### config.mk
export PLATFORM = sky130hd
export DESIGN_NAME = smram_access_control
export DESIGN_NICKNAME = d
export VERILOG_FILES = /design/src/rtl/smm_window_pkg.sv /design/src/rtl/smram_access_control.sv
export SDC_FILE = /design/constraint.sdc
export NUM_CORES = 1
export LEC_CHECK = 0
export ABC_AREA = 1
export BUFFER_PORTS_ARGS = -buffer_cell sky130_fd_sc_hd__buf_4
export CORE_ASPECT_RATIO = 1.75
export CORE_MARGIN = 2
export CORE_UTILIZATION = 39
export CTS_CLUSTER_DIAMETER = 80
export CTS_CLUSTER_SIZE = 30
export DETAILED_ROUTE_END_ITERATION = 16
export PLACE_DENSITY = 0.77
export SLEW_MARGIN = 30
export SYNTH_ARGS = -nofsm -noshare
export SYNTH_HDL_FRONTEND = slang
export SYNTH_SLANG_ARGS = --single-unit
export TNS_END_PERCENT = 5
### constraint.sdc
create_clock -name core_clk_in -period 1 [get_ports core_clk_in]
set_input_delay 0.3 -clock core_clk_in [delete_from_list [all_inputs] [get_ports core_clk_in]]
set_output_delay 0.3 -clock core_clk_in [all_outputs]
set_load 0.005 [all_outputs]
### src/rtl/smm_window_pkg.sv
// constants and carriers for the compatible smm window access control
// assumes a configuration write port and a processor request port on one clock
package smm_window_pkg;
	localparam int          ADDR_W          = 32;
	localparam logic [31:0] WINDOW_BASE     = 32'h000A_0000;
	localparam logic [31:0] WINDOW_LAST     = 32'h000B_FFFF;
	localparam int          BIT_OPEN        = 6;
	localparam int          BIT_CLOSED      = 5;
	localparam int          BIT_LOCK        = 4;
	localparam int          BIT_GLOBAL      = 3;
	localparam logic [2:0]  BASE_SEGMENT    = 3'h2;
	localparam logic [7:0]  CTRL_RESET      = 8'h02;

	// one processor memory request
	typedef struct packed {
		logic [ADDR_W-1:0] addr;
		logic              smm;   // issued in system-management mode
		logic              code;  // instruction fetch
	} mem_req_s;

	// where a request goes
	typedef enum logic [1:0] {
		ROUTE_NONE,
		ROUTE_DRAM,
		ROUTE_HUB,
		ROUTE_BLOCKED
	} route_e;
endpackage : smm_window_pkg

### src/rtl/smram_access_control.sv
// window control register and request steering for the compatible smm window
// assumes request and config ports come from logic on core_clk_in
// one update per edge; neither port inserts wait states
`timescale 1ns/100ps
module smram_access_control (
	input  wire logic                     core_clk_in,   // 10 MHz clock
	input  wire logic                     rst_n_in,      // full reset, async, low
	input  wire logic                     cfg_wr_in,     // config write strobe
	input  wire logic [7:0]               cfg_wdata_in,  // config write data
	output logic      [7:0]               cfg_rdata_out, // register readback
	input  wire logic                     req_valid_in,  // request strobe
	input  wire smm_window_pkg::mem_req_s req_in,        // request fields
	output smm_window_pkg::route_e        route_out,     // routing decision
	output logic      [31:0]              route_addr_out,// address passed on
	output logic                          ext_enable_out // extended function allowed
);
	////////////////////////////////////////////////////////////////////////
	logic open_q, open_d, closed_q, closed_d, lock_q, lock_d, glob_q, glob_d;

	// register update; once locked only the closed bit stays writable
	always_comb begin
		open_d   = open_q;
		closed_d = closed_q;
		lock_d   = lock_q;
		glob_d   = glob_q;
		if (cfg_wr_in) begin
			closed_d = cfg_wdata_in[smm_window_pkg::BIT_CLOSED];
			if (!lock_q) begin
				glob_d = cfg_wdata_in[smm_window_pkg::BIT_GLOBAL];
				lock_d = cfg_wdata_in[smm_window_pkg::BIT_LOCK];
				open_d = cfg_wdata_in[smm_window_pkg::BIT_OPEN] &
				         !cfg_wdata_in[smm_window_pkg::BIT_LOCK];
			end
		end
	end

	// lock has no software clear path; only reset drops it
	always_ff @(posedge core_clk_in or negedge rst_n_in) begin
		if (!rst_n_in) begin
			open_q   <= 1'b0;
			closed_q <= 1'b0;
			lock_q   <= 1'b0;
			glob_q   <= 1'b0;
		end else begin
			open_q   <= open_d;
			closed_q <= closed_d;
			lock_q   <= lock_d;
			glob_q   <= glob_d;
		end
	end

	////////////////////////////////////////////////////////////////////////
	function automatic logic in_window(input logic [31:0] a);
		in_window = (a >= smm_window_pkg::WINDOW_BASE) &&
		            (a <= smm_window_pkg::WINDOW_LAST);
	endfunction : in_window

	// the window compare and the carried address assume one address width
	if (smm_window_pkg::ADDR_W != $bits(route_addr_out)) begin : g_addr_w_check
		$error("request address width does not match the routed address port");
	end

	smm_window_pkg::route_e route_d;
	logic [7:0]             rdata_d;
	logic                   ext_d;
	logic                   visible;

	// steering: controls only count with global enable set
	always_comb begin
		visible = 1'b0;
		route_d = smm_window_pkg::ROUTE_NONE;
		if (glob_q) begin
			if (open_q && !lock_q)
				visible = 1'b1;
			if (req_in.smm)
				visible = 1'b1;
		end
		if (req_valid_in) begin
			if (!in_window(req_in.addr))
				route_d = smm_window_pkg::ROUTE_HUB;
			else if (glob_q && closed_q && !req_in.code && !(open_q && !lock_q))
				route_d = smm_window_pkg::ROUTE_BLOCKED;
			else if (visible)
				route_d = smm_window_pkg::ROUTE_DRAM;
			else
				route_d = smm_window_pkg::ROUTE_HUB;
		end
		ext_d   = glob_q;
		rdata_d = {1'b0, open_q, closed_q, lock_q, glob_q,
		           smm_window_pkg::BASE_SEGMENT};
	end

	// every output is a flop so downstream timing never sees the decode
	always_ff @(posedge core_clk_in or negedge rst_n_in) begin
		if (!rst_n_in) begin
			route_out      <= smm_window_pkg::ROUTE_NONE;
			route_addr_out <= '0;
			ext_enable_out <= 1'b0;
			cfg_rdata_out  <= smm_window_pkg::CTRL_RESET;
		end else begin
			route_out      <= route_d;
			route_addr_out <= req_in.addr;
			ext_enable_out <= ext_d;
			cfg_rdata_out  <= rdata_d;
		end
	end
endmodule : smram_access_control

==> impl_metrics.tcl <==
set metrics [dict create \
    dp.final_hpwl_mm 2.135 \
    timing.critical_path.fanout_max 1 \
    timing.final.setup_violations 39 \
    drtIter0Drc 16 \
    most_frequent_standard_cell_in_the_layout_excluding_fill_and_tap_cells "buf_4" \
    grt_start_max_net_pins 32 \
    fp.coreArea_um2 3142 \
    grt_util_all_layers_pct 17.49 \
    slew_viol_final 0 \
    finalHoldViolCount 0 \
    final_nets 222 \
    clock_sink_count 42 \
    gate_count_of_the_mapped_netlist 90 \
    worstSetupPathType "reg -> out" \
    final_layout_size_suffix_gt1_share_pct 53.98 \
    mostFrequentLayoutCells "buf_4, dfrtp_1, buf_6" \
    synth-adder-area-share_pct 0 \
    crit_buf_inv 1 \
    netlist-cell-type-count 12 \
    worst_setup_path_start_kind "flip-flop" \
    grt_antenna_before_repair 0 \
    netlist_area_um2 1276 \
    cp_cell_sequence "buf_6" \
    first_global_vias 972 \
    detailedPlace.worstSlack_ns -0.05924 \
    post-layout-total-power_w 0.003197 \
    wire_per_inst_um 14.47 \
    drv_cap 0 \
    leakage_nw 1.086 \
    cp.arrival_ns 0.81 \
    rsz0062_at_grt "yes" \
    yosys_register_bits 42 \
    violations "setup timing" \
    power_density_nw_per_um2 1488 \
    clkLatencyLatePin_ns 0.28 \
    fmax_mhz 902.7 \
    seq_area_frac_synth_pct 82.35 \
    io_pins 89 \
    ctsHtreeMaxLevel 2 \
    finalCriticalPeriod_ns 1.108 \
    timing.hold.ws_ns 0.1194 \
    detailedRoute.firstPassIterationCount 4 \
    die_w_um 47.24 \
    synth_xor_xnor_area_share_pct 0 \
    post-cts-setup-buffers 0 \
    grt_first_pass_wirelength_mm 4.526 \
    min_path_cells 1 \
    max-clock-path-buffers 2 \
    antenna-diode-count 0 \
    timing.critical_path.slowest_cell_delay_ns 0.40 \
    clock_tree.root_cell "clkbuf_8" \
    dieHeight_um 79.68 \
    path_depth 1 \
    post_drt_via_cell_ratio 4.333 \
    endpoint_kind "output pin" \
    cts.reportedPaths.clkPinSlew_ns 0.07 \
    ys_warn_count 0 \
    vdd.ir_drop.worst_v 0.001032 \
    port-buffer-count 80 \
    globalRoute.totalOverflow 0 \
    die_area_um2 3764 \
    post_synth.cell_area_avg_um2 14.18 \
    route.detailed.drc 0 \
    fin_cells 219 \
    synth.mux.area_fraction_pct 0 \
    worst_r2r_path_depth 6 \
    tritoncts "built" \
    slowest_stage "dfrtp_1" \
    routed_wl_mm 3.168 \
    critical_path.top_delay_family "flip-flops" \
    gp_congestion 0.7304 \
    outcome "complete, but fails checks" \
    cts-buffers-inserted 5 \
    hp-class "in -> reg" \
    ant_nets 0 \
    synth_compound_area_share_pct 1.176 \
    num_rows 27 \
    synthSimpleGateAreaFrac_pct 10.59 \
    clock-skew-final_ns 0.004496 \
    floorplan.initialDensity_pct 40.62 \
    final_core_util_pct 68.38 \
    critPathRequiredTime_ns 0.70 \
    area.growth.synth_to_final_pct 68.33 \
    placedCellCount 211 \
    routed-via-count 949 \
    main_combinational_cell_family_by_area_after_synthesis "simple AND/OR/NAND/NOR gates" \
    finalCritPeriodShare_pct 110.8 \
    setup_slack_ns -0.1078 \
]
## synth_stat cells
| cell type | count | area [µm²] |
|---|---|---|
| nor2_1 | 10 | 37.54 |
| nand3_1 | 3 | 15.01 |
| inv_1 | 7 | 26.28 |
| inv_2 | 1 | 3.750 |
| nand3_2 | 1 | 10.01 |
| nand2_1 | 11 | 41.29 |
| nand2_2 | 2 | 12.51 |
| conb_1 | 2 | 7.510 |
| o21ai_0 | 3 | 15.01 |
| nor2_2 | 3 | 18.77 |
| dfrtp_1 | 42 | 1051 |
| buf_4 | 5 | 37.54 |
## power by group
part	leakage (nW)	total (W)	switching [W]	internal, W
clock	0.0438	0.000985	0.000517	0.000468
sequential	0.493	0.00183	0.0000450	0.00178
combinational	0.549	0.000387	0.000130	0.000257
## flip-flops by register name, indices dropped and copies added, names as in the netlist
name,flops
lock_q,1
route_addr_out,32
ext_d,1
route_out,2
cfg_rdata_out,4
closed_q,1
open_q,1
## logic make-up after synthesis
family / count (synthesis)
flip-flops: 42
AND/OR/NAND/NOR: 30
other: 2
buffers and inverters: 13
AO/OA/AOI/OAI: 3
## layer usage
metal	part of all wire (%)	vias to the layer above	GRT usage [%]
met5	0	-	0
met4	3.7	0	10.83
met3	10	9	4.977
met2	52	63	28.78
met1	33	446	18.31
li1	-	431	-
## through the flow
| step | cell area, µm² | TNS (ns) |
|---|---|---|
| floorplan | 1284 | 0 |
| global placement | 1921 | -0.02157 |
| detailed placement | 1921 | -0.05924 |
| CTS | 2148 | -3.191 |
| global route | 2148 | -4.180 |
| finish | 2148 | -3.084 |
## final timing paths
path                               from  slack (ns)            endpoint
min                          req_in[10]        0.12   route_addr_out[8]
max                        route_out[0]       -0.11        route_out[0]
min in group asynchronous      rst_n_in        0.41  route_addr_out[13]
max reg2reg                      lock_q        0.09        route_out[1]
max in group asynchronous      rst_n_in        0.19    cfg_rdata_out[6]
min reg2reg                    closed_q        0.40    cfg_rdata_out[5]
## layout make-up
type                       instances  area [µm²]
fill                             212       993.5
clock inverter                     2       10.01
sequential                        42        1051
clock buffer                       5       68.82
tap                               43       53.80
timing repair buffer              82       769.5
multi-input combinational         37       165.2
inverter                           8       30.03
## what timing repair did
action | CTS | global route
setup endpoints to repair | 39 | 39
hold buffers | 1 | 0
hold endpoints to repair | 11 | 0
gates resized for setup | 37 | 0
pin swaps | 0 | 0
Power figures use the tool's default switching activity.
